File: config.mk
export PLATFORM = sky130hd
export DESIGN_NAME = asp_top
export DESIGN_NICKNAME = d
export VERILOG_FILES = /design/src/inc/asp_pkg.sv /design/src/inc/asp_baud_if.sv /design/src/hdl/asp_baud.sv /design/src/hdl/asp_top.sv
export VERILOG_INCLUDE_DIRS = /design/src /design/src/inc
export SDC_FILE = /design/constraint.sdc
export NUM_CORES = 1
export LEC_CHECK = 0
export BUFFER_PORTS_ARGS = -buffer_cell sky130_fd_sc_hd__buf_2
export CORE_AREA = 4 4 117 141
export DETAILED_ROUTE_END_ITERATION = 16
export DIE_AREA = 0 0 121 145
export PLACE_DENSITY_LB_ADDON = 0.1
export SLEW_MARGIN = 40
export SYNTH_ARGS = -nofsm -noshare
export SYNTH_HDL_FRONTEND = slang
export SYNTH_SLANG_ARGS = --single-unit
File: constraint.sdc
create_clock -name clk_i -period 5.1 [get_ports clk_i]
set_input_delay 0.51 -clock clk_i [delete_from_list [all_inputs] [get_ports clk_i]]
set_output_delay 0.51 -clock clk_i [all_outputs]
set_load 0.01 [all_outputs]
File: src/inc/asp_map.svh
// Register offsets, field positions, reset values and counts
`ifndef ASP_MAP_SVH
`define ASP_MAP_SVH
`define ASP_OFF_BDH  8'h00
`define ASP_OFF_BDL  8'h04
`define ASP_OFF_CR1  8'h08
`define ASP_OFF_CR2  8'h0c
`define ASP_OFF_SR1  8'h10
`define ASP_OFF_SR2  8'h14
`define ASP_OFF_DRH  8'h18
`define ASP_OFF_DRL  8'h1c
`define ASP_IR_BIT   7
`define ASP_NP_HI    6
`define ASP_NP_LO    5
`define ASP_SWAI_BIT 6
`define ASP_M_BIT    4
`define ASP_TE_BIT   3
`define ASP_RE_BIT   2
`define ASP_TDRE_BIT 7
`define ASP_TC_BIT   6
`define ASP_RDRF_BIT 5
`define ASP_OR_BIT   3
`define ASP_FE_BIT   1
`define ASP_R8_BIT   7
`define ASP_T8_BIT   6
`define ASP_RST_BYTE 8'h00
`define ASP_SPB_STD  6'd16
`define ASP_SPB_IR   6'd32
`define ASP_PW_3_16  6'd6
`define ASP_PW_1_16  6'd2
`define ASP_PW_1_32  6'd1
`endif

File: src/inc/asp_pkg.sv
// Types shared by the serial port modules
package asp_pkg;
	typedef enum logic [1:0] {
		ASP_TX_IDLE  = 2'b00,
		ASP_TX_START = 2'b01,
		ASP_TX_DATA  = 2'b10,
		ASP_TX_STOP  = 2'b11
	} asp_tx_state_type;
	typedef enum logic [1:0] {
		ASP_RX_IDLE  = 2'b00,
		ASP_RX_START = 2'b01,
		ASP_RX_DATA  = 2'b10,
		ASP_RX_STOP  = 2'b11
	} asp_rx_state_type;
endpackage

File: src/inc/asp_baud_if.sv
// Link between port control and the baud generator
`timescale 1ns/10ps
`default_nettype none
interface asp_baud_if #(parameter int DIV_W = 13);
	logic             run;
	logic             ir;
	logic [DIV_W-1:0] divisor;
	logic             tick;
	modport ctrl (output run, ir, divisor, input tick);
	modport gen  (input run, ir, divisor, output tick);
endinterface
`default_nettype wire

File: src/hdl/asp_baud.sv
// Baud generator producing one sample tick per effective divisor period
`timescale 1ns/10ps
`default_nettype none
module asp_baud #(
	parameter int DIV_W = 13
) (
	input  wire logic   clk_i,
	input  wire logic   reset_i,
	input  wire logic   ce_i,
	asp_baud_if.gen     bif
);
	typedef struct packed {
		logic [DIV_W-1:0] cnt;
		logic             tick;
	} asp_gen_state_type;

	asp_gen_state_type s_reg, s_next;
	logic [DIV_W-1:0]  eff_div;

	if (DIV_W < 2) begin : g_chk
		$error("asp_baud: DIV_W below 2");
	end

	// Effective divisor, low bit dropped in infrared mode
	assign eff_div = bif.ir ? {1'b0, bif.divisor[DIV_W-1:1]} :
		bif.divisor;

	// Count divisor periods; hold count while not running
	always_comb begin
		s_next = s_reg;
		s_next.tick = 1'b0;
		if (eff_div == '0) begin
			s_next.cnt = '0;
		end else if (bif.run) begin
			if (s_reg.cnt >= eff_div - 1'b1) begin
				s_next.cnt = '0;
				s_next.tick = 1'b1;
			end else begin
				s_next.cnt = s_reg.cnt + 1'b1;
			end
		end
	end

	// State register, frozen while clock enable is low
	always_ff @(posedge clk_i or posedge reset_i) begin
		if (reset_i) begin
			s_reg <= '0;
		end else if (ce_i) begin
			s_reg <= s_next;
		end
	end

	assign bif.tick = s_reg.tick;
endmodule // asp_baud
`default_nettype wire

File: src/hdl/asp_top.sv
// Serial port: APB registers, baud control, transmitter and receiver
//
// How it works
// Chip run modes do not matter; only wait and stop change behaviour.
// Stop-in-wait clear: port keeps running through wait mode.
// Stop-in-wait set: wait freezes baud and frames; resumes after wait.
// Writing stop-in-wait leaves transmit and receive enables untouched.
// Reset during wait aborts frames and returns port to reset state.
// Stop mode freezes everything, keeps registers; reset aborts.
// Output idles high; output enable off while transmitter disabled.
// Input high means idle; input ignored while receiver disabled.
// Board keeps the input pin at a defined level.
// Reserved locations ignore writes and read as zero.
// High baud: infrared, pulse code, divisor 12:8; low: divisor 7:0.
// Infrared bit routes both paths through the pulse stage.
// Standard rate is clock over sixteen times the divisor.
// Infrared rate is clock over thirty-two times divisor 12:1.
// Pulse code 00 gives 3/16, 01 gives 1/16, 10 gives 1/32.
// Baud generator idle until transmit or receive first enabled.
// Baud generator held off while effective divisor is zero.
// High baud write held until low baud write commits both.
// High baud reads old value until low baud is written.
// Data low byte holds characters; high byte holds ninth bits.
`timescale 1ns/10ps
`default_nettype none
`include "asp_map.svh"
module asp_top (
	input  wire logic        clk_i,
	input  wire logic        reset_i,
	input  wire logic        ce_i,
	input  wire logic        wait_mode_i,
	input  wire logic        stop_mode_i,
	input  wire logic        psel_i,
	input  wire logic        penable_i,
	input  wire logic        pwrite_i,
	input  wire logic [7:0]  paddr_i,
	input  wire logic [31:0] pwdata_i,
	output logic      [31:0] prdata_o,
	output logic             pready_o,
	output logic             pslverr_o,
	input  wire logic        rxd_i,
	output logic             txd_o,
	output logic             txd_oe_o
);
	typedef struct packed {
		logic [7:0]                bdh_hold;
		logic [7:0]                bdh;
		logic [7:0]                bdl;
		logic [7:0]                cr1;
		logic [7:0]                cr2;
		logic [1:0]                sr2w;
		logic                      tdre;
		logic                      tc;
		logic                      rdrf;
		logic                      ovr;
		logic                      ferr;
		logic                      started;
		logic                      t8;
		logic [8:0]                tx_buf;
		logic [8:0]                tx_sh;
		asp_pkg::asp_tx_state_type tx_st;
		logic [5:0]                tx_sub;
		logic [3:0]                tx_idx;
		logic                      rx_s1;
		logic                      rx_s2;
		asp_pkg::asp_rx_state_type rx_st;
		logic [5:0]                rx_sub;
		logic [3:0]                rx_idx;
		logic [8:0]                rx_sh;
		logic                      rx_low;
		logic [8:0]                rx_data;
		logic                      txd;
		logic                      oe;
		logic [31:0]               prdata;
		logic                      pready;
	} asp_state_type;

	asp_state_type s_reg, s_next;
	logic          ce_eff;
	logic          halt;
	logic          tick;
	logic          setup;
	logic          acc_wr;
	logic          acc_rd;
	logic          ir;
	logic [5:0]    spb;
	logic [5:0]    pw;
	logic          rx_in;
	logic          bit_v;
	logic          smp;

	asp_baud_if #(.DIV_W(13)) bif ();

	// Address match for one aligned register word
	function automatic logic hit(input logic [7:0] a, input logic [7:0] o);
		return a == o;
	endfunction

	// Pulse width in ticks at thirty-two ticks per bit
	function automatic logic [5:0] pulse_ticks(input logic [1:0] code);
		case (code)
			2'b00: return `ASP_PW_3_16;
			2'b01: return `ASP_PW_1_16;
			2'b10: return `ASP_PW_1_32;
			default: return `ASP_PW_3_16;
		endcase
	endfunction

	// Read mux; reserved and unaligned locations give zero
	function automatic logic [31:0] rd_word(input logic [7:0] a,
		input asp_state_type s);
		logic [7:0] b;
		b = 8'h00;
		if (hit(a, `ASP_OFF_BDH)) b = s.bdh;
		if (hit(a, `ASP_OFF_BDL)) b = s.bdl;
		if (hit(a, `ASP_OFF_CR1)) b = s.cr1;
		if (hit(a, `ASP_OFF_CR2)) b = s.cr2;
		if (hit(a, `ASP_OFF_SR1))
			b = {s.tdre, s.tc, s.rdrf, 1'b0, s.ovr, 1'b0, s.ferr, 1'b0};
		if (hit(a, `ASP_OFF_SR2))
			b = {5'h00, s.sr2w, s.rx_st != asp_pkg::ASP_RX_IDLE};
		if (hit(a, `ASP_OFF_DRH))
			b = {s.rx_data[8], s.t8, 6'h00};
		if (hit(a, `ASP_OFF_DRL)) b = s.rx_data[7:0];
		return {24'h000000, b};
	endfunction

	// Stop gates all state; wait halts frames only with stop-in-wait
	assign ce_eff = ce_i & ~stop_mode_i;
	assign halt = wait_mode_i & s_reg.cr1[`ASP_SWAI_BIT];
	assign tick = bif.tick & ~halt;

	// Baud generator control
	assign bif.run = s_reg.started & ~halt;
	assign bif.ir = s_reg.bdh[`ASP_IR_BIT];
	assign bif.divisor = {s_reg.bdh[4:0], s_reg.bdl};

	// Bus phase decode
	assign setup = psel_i & ~penable_i & ~s_reg.pready;
	assign acc_wr = psel_i & penable_i & s_reg.pready & pwrite_i;
	assign acc_rd = psel_i & penable_i & s_reg.pready & ~pwrite_i;

	// Mode-dependent timing and receive input
	assign ir = s_reg.bdh[`ASP_IR_BIT];
	assign spb = ir ? `ASP_SPB_IR : `ASP_SPB_STD;
	assign pw = pulse_ticks(s_reg.bdh[`ASP_NP_HI:`ASP_NP_LO]);
	assign rx_in = s_reg.cr2[`ASP_RE_BIT] ? s_reg.rx_s2 : 1'b1;
	assign smp = ir ? ~(s_reg.rx_low | ~rx_in) : rx_in;

	// Next state: bus access first, then transmitter and receiver
	always_comb begin
		s_next = s_reg;
		bit_v = 1'b1;
		s_next.rx_s1 = rxd_i;
		s_next.rx_s2 = s_reg.rx_s1;
		s_next.pready = setup;
		if (setup) begin
			s_next.prdata = rd_word(paddr_i, s_reg);
		end
		if (acc_wr) begin
			if (hit(paddr_i, `ASP_OFF_BDH))
				s_next.bdh_hold = pwdata_i[7:0];
			if (hit(paddr_i, `ASP_OFF_BDL)) begin
				s_next.bdh = s_reg.bdh_hold;
				s_next.bdl = pwdata_i[7:0];
			end
			if (hit(paddr_i, `ASP_OFF_CR1))
				s_next.cr1 = pwdata_i[7:0];
			if (hit(paddr_i, `ASP_OFF_CR2))
				s_next.cr2 = pwdata_i[7:0];
			if (hit(paddr_i, `ASP_OFF_SR2))
				s_next.sr2w = pwdata_i[2:1];
			if (hit(paddr_i, `ASP_OFF_DRH))
				s_next.t8 = pwdata_i[`ASP_T8_BIT];
			if (hit(paddr_i, `ASP_OFF_DRL)) begin
				s_next.tx_buf = {s_next.t8, pwdata_i[7:0]};
				s_next.tdre = 1'b0;
				s_next.tc = 1'b0;
			end
		end
		if (acc_rd && hit(paddr_i, `ASP_OFF_DRL)) begin
			s_next.rdrf = 1'b0;
			s_next.ovr = 1'b0;
			s_next.ferr = 1'b0;
		end
		s_next.started = s_reg.started | s_next.cr2[`ASP_TE_BIT] |
			s_next.cr2[`ASP_RE_BIT];

		// Transmitter
		if (!s_reg.cr2[`ASP_TE_BIT]) begin
			s_next.tx_st = asp_pkg::ASP_TX_IDLE;
			s_next.tx_sub = 6'd0;
		end else if (tick) begin
			s_next.tx_sub = s_reg.tx_sub + 6'd1;
			case (s_reg.tx_st)
				asp_pkg::ASP_TX_IDLE: begin
					s_next.tx_sub = 6'd0;
					if (!s_reg.tdre) begin
						s_next.tx_sh = s_reg.tx_buf;
						s_next.tdre = ~(acc_wr & hit(paddr_i, `ASP_OFF_DRL));
						s_next.tc = 1'b0;
						s_next.tx_st = asp_pkg::ASP_TX_START;
					end
				end
				asp_pkg::ASP_TX_START: begin
					if (s_reg.tx_sub == spb - 6'd1) begin
						s_next.tx_sub = 6'd0;
						s_next.tx_idx = 4'd0;
						s_next.tx_st = asp_pkg::ASP_TX_DATA;
					end
				end
				asp_pkg::ASP_TX_DATA: begin
					if (s_reg.tx_sub == spb - 6'd1) begin
						s_next.tx_sub = 6'd0;
						s_next.tx_sh = {1'b0, s_reg.tx_sh[8:1]};
						s_next.tx_idx = s_reg.tx_idx + 4'd1;
						if (s_reg.tx_idx == (s_reg.cr1[`ASP_M_BIT] ? 4'd8 : 4'd7))
							s_next.tx_st = asp_pkg::ASP_TX_STOP;
					end
				end
				asp_pkg::ASP_TX_STOP: begin
					if (s_reg.tx_sub == spb - 6'd1) begin
						s_next.tx_sub = 6'd0;
						s_next.tx_st = asp_pkg::ASP_TX_IDLE;
						s_next.tc = s_next.tdre;
					end
				end
				default: s_next.tx_st = asp_pkg::ASP_TX_IDLE;
			endcase
		end
		// Line level; infrared sends a narrow low pulse per zero bit
		case (s_next.tx_st)
			asp_pkg::ASP_TX_START: bit_v = 1'b0;
			asp_pkg::ASP_TX_DATA: bit_v = s_next.tx_sh[0];
			default: bit_v = 1'b1;
		endcase
		if (ir && s_next.tx_sub >= pw)
			bit_v = 1'b1;
		s_next.txd = ~s_next.cr2[`ASP_TE_BIT] | bit_v;
		s_next.oe = s_next.cr2[`ASP_TE_BIT];

		// Receiver, sampled mid-bit; infrared keeps any low seen
		if (!s_reg.cr2[`ASP_RE_BIT]) begin
			s_next.rx_st = asp_pkg::ASP_RX_IDLE;
			s_next.rx_sub = 6'd0;
		end else if (tick) begin
			s_next.rx_sub = s_reg.rx_sub + 6'd1;
			s_next.rx_low = s_reg.rx_low | ~rx_in;
			case (s_reg.rx_st)
				asp_pkg::ASP_RX_IDLE: begin
					s_next.rx_sub = 6'd0;
					s_next.rx_low = 1'b0;
					if (!rx_in)
						s_next.rx_st = asp_pkg::ASP_RX_START;
				end
				asp_pkg::ASP_RX_START: begin
					if (s_reg.rx_sub == (spb >> 1) - 6'd1) begin
						s_next.rx_sub = 6'd0;
						s_next.rx_idx = 4'd0;
						s_next.rx_low = 1'b0;
						s_next.rx_st = (ir || !rx_in) ?
							asp_pkg::ASP_RX_DATA : asp_pkg::ASP_RX_IDLE;
					end
				end
				asp_pkg::ASP_RX_DATA: begin
					if (s_reg.rx_sub == spb - 6'd1) begin
						s_next.rx_sub = 6'd0;
						s_next.rx_low = 1'b0;
						s_next.rx_sh = {smp, s_reg.rx_sh[8:1]};
						s_next.rx_idx = s_reg.rx_idx + 4'd1;
						if (s_reg.rx_idx == (s_reg.cr1[`ASP_M_BIT] ? 4'd8 : 4'd7))
							s_next.rx_st = asp_pkg::ASP_RX_STOP;
					end
				end
				asp_pkg::ASP_RX_STOP: begin
					if (s_reg.rx_sub == spb - 6'd1) begin
						s_next.rx_sub = 6'd0;
						s_next.rx_low = 1'b0;
						s_next.rx_st = asp_pkg::ASP_RX_IDLE;
						if (!smp)
							s_next.ferr = 1'b1;
						if (s_next.rdrf) begin
							s_next.ovr = 1'b1;
						end else begin
							s_next.rdrf = 1'b1;
							s_next.rx_data = s_reg.cr1[`ASP_M_BIT] ? s_reg.rx_sh :
								{1'b0, s_reg.rx_sh[8:1]};
						end
					end
				end
				default: s_next.rx_st = asp_pkg::ASP_RX_IDLE;
			endcase
		end
	end

	// State register; reset aborts frames in any mode
	always_ff @(posedge clk_i or posedge reset_i) begin
		if (reset_i) begin
			s_reg <= '0;
			s_reg.tdre <= 1'b1;
			s_reg.tc <= 1'b1;
			s_reg.txd <= 1'b1;
			s_reg.rx_s1 <= 1'b1;
			s_reg.rx_s2 <= 1'b1;
		end else if (ce_eff) begin
			s_reg <= s_next;
		end
	end

	asp_baud #(.DIV_W(13)) u_baud (
		.clk_i   (clk_i),
		.reset_i (reset_i),
		.ce_i    (ce_eff),
		.bif     (bif)
	);

	// Outputs straight from state flops; pslverr_o tied low
	assign prdata_o = s_reg.prdata;
	assign pready_o = s_reg.pready;
	assign pslverr_o = 1'b0;
	assign txd_o = s_reg.txd;
	assign txd_oe_o = s_reg.oe;
endmodule // asp_top
`default_nettype wire

== Word-level counts from Yosys, hierarchy flattened ==
Cells that the tools add are included.
Storage, ports and cells
  output and inout port bits: 36
  bits of input ports: 49
  bits in registers: 137
Operators by class
  order comparisons: 2
  reductions and logical operators: 30
  bitwise operators: 25
  add/subtract/negate cells: 8
  eq/ne operators: 33
  multiplexer cells: 67
Operator list (count)
  two-way mux 8 bit: 13
  one-hot mux 8 bit (4 select lines): 2
  two-way mux 13 bit: 4
  two-way mux 9 bit: 4
  == test 8 x 5 -> 1 bit (second input constant): 4
  two-way mux 31 bit: 1
  two-way mux 12 bit: 2
  AND reduction 6 bit: 4
  two-way mux 22 bit: 1
  two-way mux 21 bit: 1
  AND reduction 3 bit: 7
  == test 6 bit: 3
  two-way mux 2 bit: 9
  one-hot mux 9 bit (2 select lines): 1
  == test 8 x 4 -> 1 bit (second input constant): 2
  one-hot mux 4 bit (2 select lines): 2
  two-way mux 3 bit: 5
  inequality test 3 bit (second input constant): 5
  two-way mux 14 bit: 1
  adder 13 x 1 -> 13 bit (second input constant): 1
  greater-or-equal comparator 13 bit: 1
  zero test 13 bit: 1
  subtractor 13 x 1 -> 13 bit (second input constant): 1
  adder 6 x 1 -> 6 bit (second input constant): 2
  other kinds (30): 88

== Logic depth before layout (Yosys ltp) ==
Gate-level depths: netlist of run 1.
  depth in word-level cells: 11
  depth in mapped cells: 19

== Hierarchy ==
A second synthesis of run 1 with hierarchy kept.
Unflattened totals
  cell total of the unflattened synthesis: 815
  area, all modules: 7830.0 um2
By module, submodules not included
  asp_top: times used 1, area each 6362.4 um2, cells each 631
  asp_baud: times used 1, area each 1467.7 um2, cells each 184

== Worst setup path after synthesis of run 1 ==
OpenSTA, ideal clock, no wires.
  path kind: register to register
  from: reg s_reg, in the netlist bif.ir
  to: reg u_baud.s_reg[10] (netlist name)
  required time: 5013 ps
  clock period less this slack: 4505 ps
  cell stages (with the launch flop): 20
  setup slack: 595 ps
  path buffers: 4
  data arrival time: 4419 ps
  cell sequence: dfrtp_1 buf_2 buf_1 clkbuf_1 mux2i_1 ha_1 nand2b_1 nor4b_4 nor4bb_1 xnor2_1 nor2_1 a21oi_1 ha_1 a211oi_1 nand2_1 a2111oi_1 o21ai_0 buf_2 or4_1 o211ai_1
On the way
  word-level cells in the longest chain between the ends: 6
  elaborated cells on any way between the ends: 9
  those cells by class: add/sub: 1; order compare: 1; mux: 4; reduce/logical: 3
RTL lines
  start: declaration: line asp_top.sv:78  | asp_state_type s_reg, s_next;
  start signal: assignment: line asp_top.sv:306  | s_reg <= s_next;
  two-way mux 13 bit *: line asp_baud.sv:25  | assign eff_div = bif.ir ? {1'b0, bif.divisor[DIV_W-1:1]} :
  subtractor 13 x 1 -> 13 bit: line asp_baud.sv:35  | if (s_reg.cnt >= eff_div - 1'b1) begin
  greater-or-equal comparator 13 bit: line asp_baud.sv:35
  two-way mux 13 bit: line asp_baud.sv:35
  two-way mux 14 bit: line asp_baud.sv:34  | end else if (bif.run) begin
  two-way mux 13 bit: line asp_baud.sv:32  | if (eff_div == '0) begin
  end signal: assignment: line asp_baud.sv:49  | s_reg <= s_next;
  end: declaration: line asp_baud.sv:17  | asp_gen_state_type s_reg, s_next;
Mark *: on every way between the ends. The rest lies on a longest branch, timed or not. The select of a mux whose other input is x is not followed.
A chain may end at the register's enable or synchronous reset.

== Worst setup path in the final report of run 1 ==
Same ends and word-level chain as after synthesis.

==> out/results.ini, run 1 <==
[timing]
fin_crit_sh = 0.8664
skew_ns = 0.01269
post-route-min-period_ns = 4.419
timing.fmax_ghz = 0.2263
tns_ns = 0
slew_viol_final = 0
rsz0062_at_grt = false
worst_slew_pin_slew_ns = 0.8179
setup_viol = 0
hold_viol = 0
whs_ns = 0.1882
relSlewSlack = 0.4536

[cts]
clk_pin_slew_ns = 0.07
cts-root-buf = clkbuf_16
post_cts_resized = 0
post-cts-setup-buffers = 0
clock_sinks = 136
worstSkewPairLatency_ns = 0.42
htreeDepth = 4
cts-buffers-inserted = 17
clock_path_buffers = 2
cts_hold_buf = 0
cts_tree = built

[pwr]
irDropWorstVdd_uv = 298.3
powerDensity_nw_per_um2 = 271.8
leakage_uw = 0.004102

[synthesis]
ys_top_cells_by_count = dfrtp_1 (131), nand2_1 (131), mux2_2 (56)
synthAdderAreaFrac = 0.04154
ys_seq_area_frac = 0.4192
syn_inst = 844
synth_compound_area_frac = 0.1598
ys_ff_latch = 136
synth_top_cell_by_area = dfrtp_1
yosys.area_share.xor_xnor = 0.01723
synth_top_family_by_area = simple AND/OR/NAND/NOR gates
synth_area_um2 = 8133
synth_ff_type = dfrtp_1
yosysWarnings = 0
async_flop_share = 1.000
avgSynthCellArea_um2 = 9.636
synth_cell_types = 77
synthTopCellsByArea = dfrtp_1 (40%), mux2_2 (7.8%), nand2_1 (6.0%)
synth_top_area_frac = 0.4031
yosys.area_share.simple = 0.1863
synth_edf_count = 0
synthMuxAreaShare = 0.1163

[route]
routed_via_density = 5.874
ant_nets = 0
drc = 0
first_pass_iters = 6
wire_per_inst_um = 17.58
wl_mm = 18.87
vias = 6303
drtIter0Drc = 499

[global_route]
grt_pass1_wl_mm = 31.77
grt_pass1_vias = 6240
antenna_found_initial = 0
grt-ovfl-total = 0
grt_max_degree = 96
grt_usage = 0.2230

[placement]
io_buffers = 35
dpl.cell_count = 1041
dp_hpwl_mm = 13.64
post_dp_cell_area_um2 = 8292
gp_congestion = 0.8863

[layout]
final_layout_size_suffix_gt1_frac = 0.1899
area_delta_synth_final_pct = 9.354
diodes = 0
largest_register_ffs = 97
seqCellArea_um2 = 3410
final_cells = 1073
nets = 932
final_util = 0.5921
design_area_um2 = 8894
multi_input_area_um2 = 4338
nFillCells = 1320

[setup_path]
cp_slowest_stage_delay_ns = 0.56
critical_path.slowest_cell = or4_1
crit_chain = buf_4 -> mux2i_1 -> ha_1 -> nand2b_1 -> nor4b_4 -> nor4bb_1 -> xnor2_1 -> nor2_1 -> a21oi_1 -> ha_1 -> a211oi_1 -> nand2_1 -> a2111oi_1 -> o21ai_1 -> or4_1 -> o211ai_1
worstPathRequired_ns = 5.43
crit_type = reg2reg
path_buf_inv = 1
critPathLaunchType = flop
crit_path_frequent_cell = ha_1
critPathArrivalTime_ns = 4.75
path_max_fanout = 21
cp-end-kind = flop
cp_top_family = simple AND/OR/NAND/NOR gates

[die]
die_w_um = 121
die_y_um = 145
ios = 85
core_um2 = 15020
rows = 49
die-area_um2 = 17550
initial_utilization = 0.5414

[hold_path]
hold_class = in2async

[status]
status = completed

[job]
maxCapViolCount = 0

layer usage:
metal | vias up | track usage | share of wire
met4 | 0 | 0.08220 | 0.018
met2 | 134 | 0.3572 | 0.49
met3 | 20 | 0.03737 | 0.036
li1 | 3039 | - | -
met1 | 3110 | 0.3053 | 0.45
met5 | - | 0 | 0
power breakdown:
part	switching (µW)	internal (µW)
Clock	541	700
Sequential	2.36	1080
Combinational	69.0	19.9
Total	613	1800
cell usage in the layout (no fill, tap or decap), types with 6 or more instances in the layout:
cell       instances
nand3_1           26
conb_1            25
a22oi_1           15
mux2i_1           18
nor2_1            43
nor3_1            15
inv_6              7
and2_1             7
mux2_2            56
buf_2             35
or3_1              7
buf_4              8
xor2_1            10
mux4_2             6
dfrtp_1          131
a21oi_1           41
or2_2              6
o211ai_1           6
a22o_1            18
and3_1             6
ha_1              27
o21ai_0           48
xnor2_1            6
a31oi_1           15
nor2b_1           12
a211oi_1           8
inv_1             12
nand2_1          131
clkbuf_16         17
nor4_1             9
kinds of logic (layout without fill, tap and decap cells):
| group | count (synthesis) | count (layout) |
|---|---|---|
| multiplexers | 80 | 80 |
| flip-flops | 136 | 136 |
| other | 1 | 25 |
| AO/OA/AOI/OAI | 196 | 196 |
| AND/OR/NAND/NOR | 301 | 301 |
| adder cells (fa/ha/maj) | 27 | 27 |
| XOR/XNOR | 16 | 16 |
| buffers and inverters | 87 | 88 |
worst paths after layout:
check / from / endpoint / slack, ns / cells after the start
max in group asynchronous: reset_i / txd_o / 3.86 / 3
min reg2reg: s_next[66] / s_next[66] / 0.46 / 2
max: bif.ir / u_baud.s_reg[10] / 0.68 / 16
min: reset_i / prdata_o[7] / 0.19 / 2
min in group clk_i: rxd_i / s_next[66] / 0.27 / 3
max reg2reg: bif.ir / u_baud.s_reg[10] / 0.68 / 16
metrics by stage:
stage / setup WS [ns] / total power (µW)
floorplan: 0.5946 / 1177
global placement: 0.6052 / 1195
detailed placement: 0.6919 / 1197
CTS: 0.6724 / 2441
global route: 0.2112 / 2503
finish: 0.6815 / 2417
cell type report:
class | instances | share of cell area
Tap cell | 204 | 0.02870
Sequential cell | 136 | 0.3834
Inverter | 13 | 0.006331
Timing Repair Buffer | 43 | 0.02645
Clock inverter | 15 | 0.01956
Multi-Input combinational cell | 645 | 0.4878
Clock buffer | 17 | 0.04783
Power figures use the tool's default switching activity.
==> run 2, diff against run 1 <==
Settings changed: CELL_PAD_IN_SITES_DETAIL_PLACEMENT from default to 0, CELL_PAD_IN_SITES_GLOBAL_PLACEMENT from default to 2, CORE_AREA 4 4 117 141 to 4 4 139 168, DIE_AREA 0 0 121 145 to 0 0 143 172.
==> run 2 against run 1 <==
Die area is 40% higher. Via count is 0.27% lower. First-iteration DRC count is 30% lower. Non-clock buffer count is 1 lower. Utilization is 18 points lower. Combinational power is 8.9% higher. Critical path type unchanged. Largest cell class unchanged.
==> out/results.ini, run 2 (same netlist as run 1, synthesis figures left out) <==
[status]
status = completed

[setup_path]
critPathLaunchType = flop
cp-end-kind = flop
worstPathRequired_ns = 5.46
r2r_setup_slack_ns = 0.63
setup.worst_path.start = bif.ir
r2r_start = bif.ir
critPathArrivalTime_ns = 4.83
path_max_fanout = 11
crit_type = reg2reg

[timing]
fin_ws_ns = 0.6290
relSlewSlack = 0.4417
post-route-min-period_ns = 4.471
fin_crit_sh = 0.8767
slew_viol_final = 0
rsz0062_at_grt = false
timing.fmax_ghz = 0.2237
hold_viol = 0
setup_viol = 0
tns_ns = 0
skew_ns = 0.01528
worst_slew_pin_slew_ns = 0.8358

[die]
die-area_um2 = 24600
rows = 59
die_y_um = 172
initial_utilization = 0.3760
core_um2 = 21630
ios = 85
die_w_um = 143

[cts]
cts-buffers-inserted = 17
clk_pin_slew_ns = 0.07
cts-root-buf = clkbuf_16
clock_path_buffers = 2
post_cts_resized = 0
post-cts-setup-buffers = 0
clock_sinks = 136
cts_tree = built
worstSkewPairLatency_ns = 0.43
htreeDepth = 4
cts_hold_buf = 0

[job]
maxCapViolCount = 0

[pwr]
p_comb_frac = 0.040
seq_power_share = 0.451
power_frac_clock = 0.508
swShare = 0.2688
switching_power_uw = 647.0
leakage_uw = 0.004098
powerDensity_nw_per_um2 = 267.4
p_int_uw = 1760
irDropWorstVdd_uv = 204.2

[global_route]
antenna_found_initial = 0
grt-ovfl-total = 0
grt_usage = 0.1773
grt_max_degree = 101
grt_pass1_wl_mm = 34.26
grt_pass1_vias = 6285

[layout]
area_delta_synth_final_pct = 10.68
diodes = 0
nets = 931
nFillCells = 2155
largest_register_ffs = 97
mostFrequentLayoutCells = nand2_1 (131), dfrtp_1 (131), mux2_2 (56), o21ai_0 (48), nor2_1 (43)
final_layout_size_suffix_gt1_frac = 0.1924

[route]
first_pass_iters = 5
routed_via_density = 5.504
drc = 0
drtIter0Drc = 349
wire_per_inst_um = 18.81
vias = 6286
wl_mm = 21.48
ant_nets = 0

[hold_path]
hold_class = in2async

[placement]
dp_hpwl_mm = 15.44
gp_congestion = 0.8028
dp_slack_ns = 0.5913
io_buffers = 35

## run 2: cell types whose count changed in the layout (fill, tap and decap cells not counted), moves of 2 or more
cell,before,now
inv_6,7,3
buf_4,8,6
clkinv_4,1,4
inv_8,4,6
## run 2: path summary, 6_finish.rpt
| path | end | cells after the start |
|---|---|---|
| max | u_baud.s_reg[1] | 16 |
| min | s_reg[59] | 2 |
| max reg2reg | u_baud.s_reg[1] | 16 |
| min reg2reg | s_next[66] | 2 |
| max in group asynchronous | bif.divisor[11] | 4 |
| min in group clk_i | s_next[66] | 3 |
## run 2: routing by layer
layer  routed length, µm  part of all wire  global-route usage
met5                   0                 0                   0
met4                 473             0.022             0.06201
met3                 503             0.023             0.03209
met2               11010              0.51              0.3089
met1                9493              0.44              0.2208
## run 2: area by class of cell
class	instances	area [µm²]	area share
multi-input combinational	645	4362	0.4846
clock buffer	17	425.4	0.04726
tap	274	342.8	0.03809
clock inverter	15	157.7	0.01751
inverter	13	56.30	0.006255
sequential	136	3410	0.3788
timing repair buffer	42	247.7	0.02752
## run 2: per-stage QoR
stage / util / power, µW / hold WS (ns) / instances / area (µm²)
2_1_floorplan: - / 1177 / 0.4393 / 868 / 8223
3_3_place_gp: 0.3868 / 1200 / 0.4474 / 1109 / 8366
3_5_place_dp: 0.3875 / 1202 / 0.4577 / 1109 / 8382
4_1_cts: 0.4145 / 2435 / 0.2467 / 1141 / 8965
5_1_grt: 0.4162 / 2502 / 0.04189 / 1142 / 9001
6_report: 0.4162 / 2407 / 0.03817 / 1142 / 9001
## run 2: power by group through the flow
stage	Clock [µW]	Sequential (µW)	Combinational (µW)
CTS	1250	1090	95.7
global route	1310	1090	109
finish	1220	1090	96.8
floorplan	0	1110	70.0
detailed placement	0	1110	95.7
global placement	0	1110	94.0
## run 2: critical path, cell delays in order, from the launching register on
cell and delay [ns]:
dfrtp_1 0.50, nor2b_1 0.16, a21oi_1 0.20, ha_1 0.21, nand2b_1 0.11, nor4b_4 0.46
nor4bb_1 0.42, xnor2_1 0.10, nor2_1 0.09, a21oi_1 0.05, ha_1 0.20, a211oi_1 0.24
nand2_1 0.13, a2111oi_1 0.52, o21ai_2 0.28, nor2_1 0.47, mux2_2 0.25
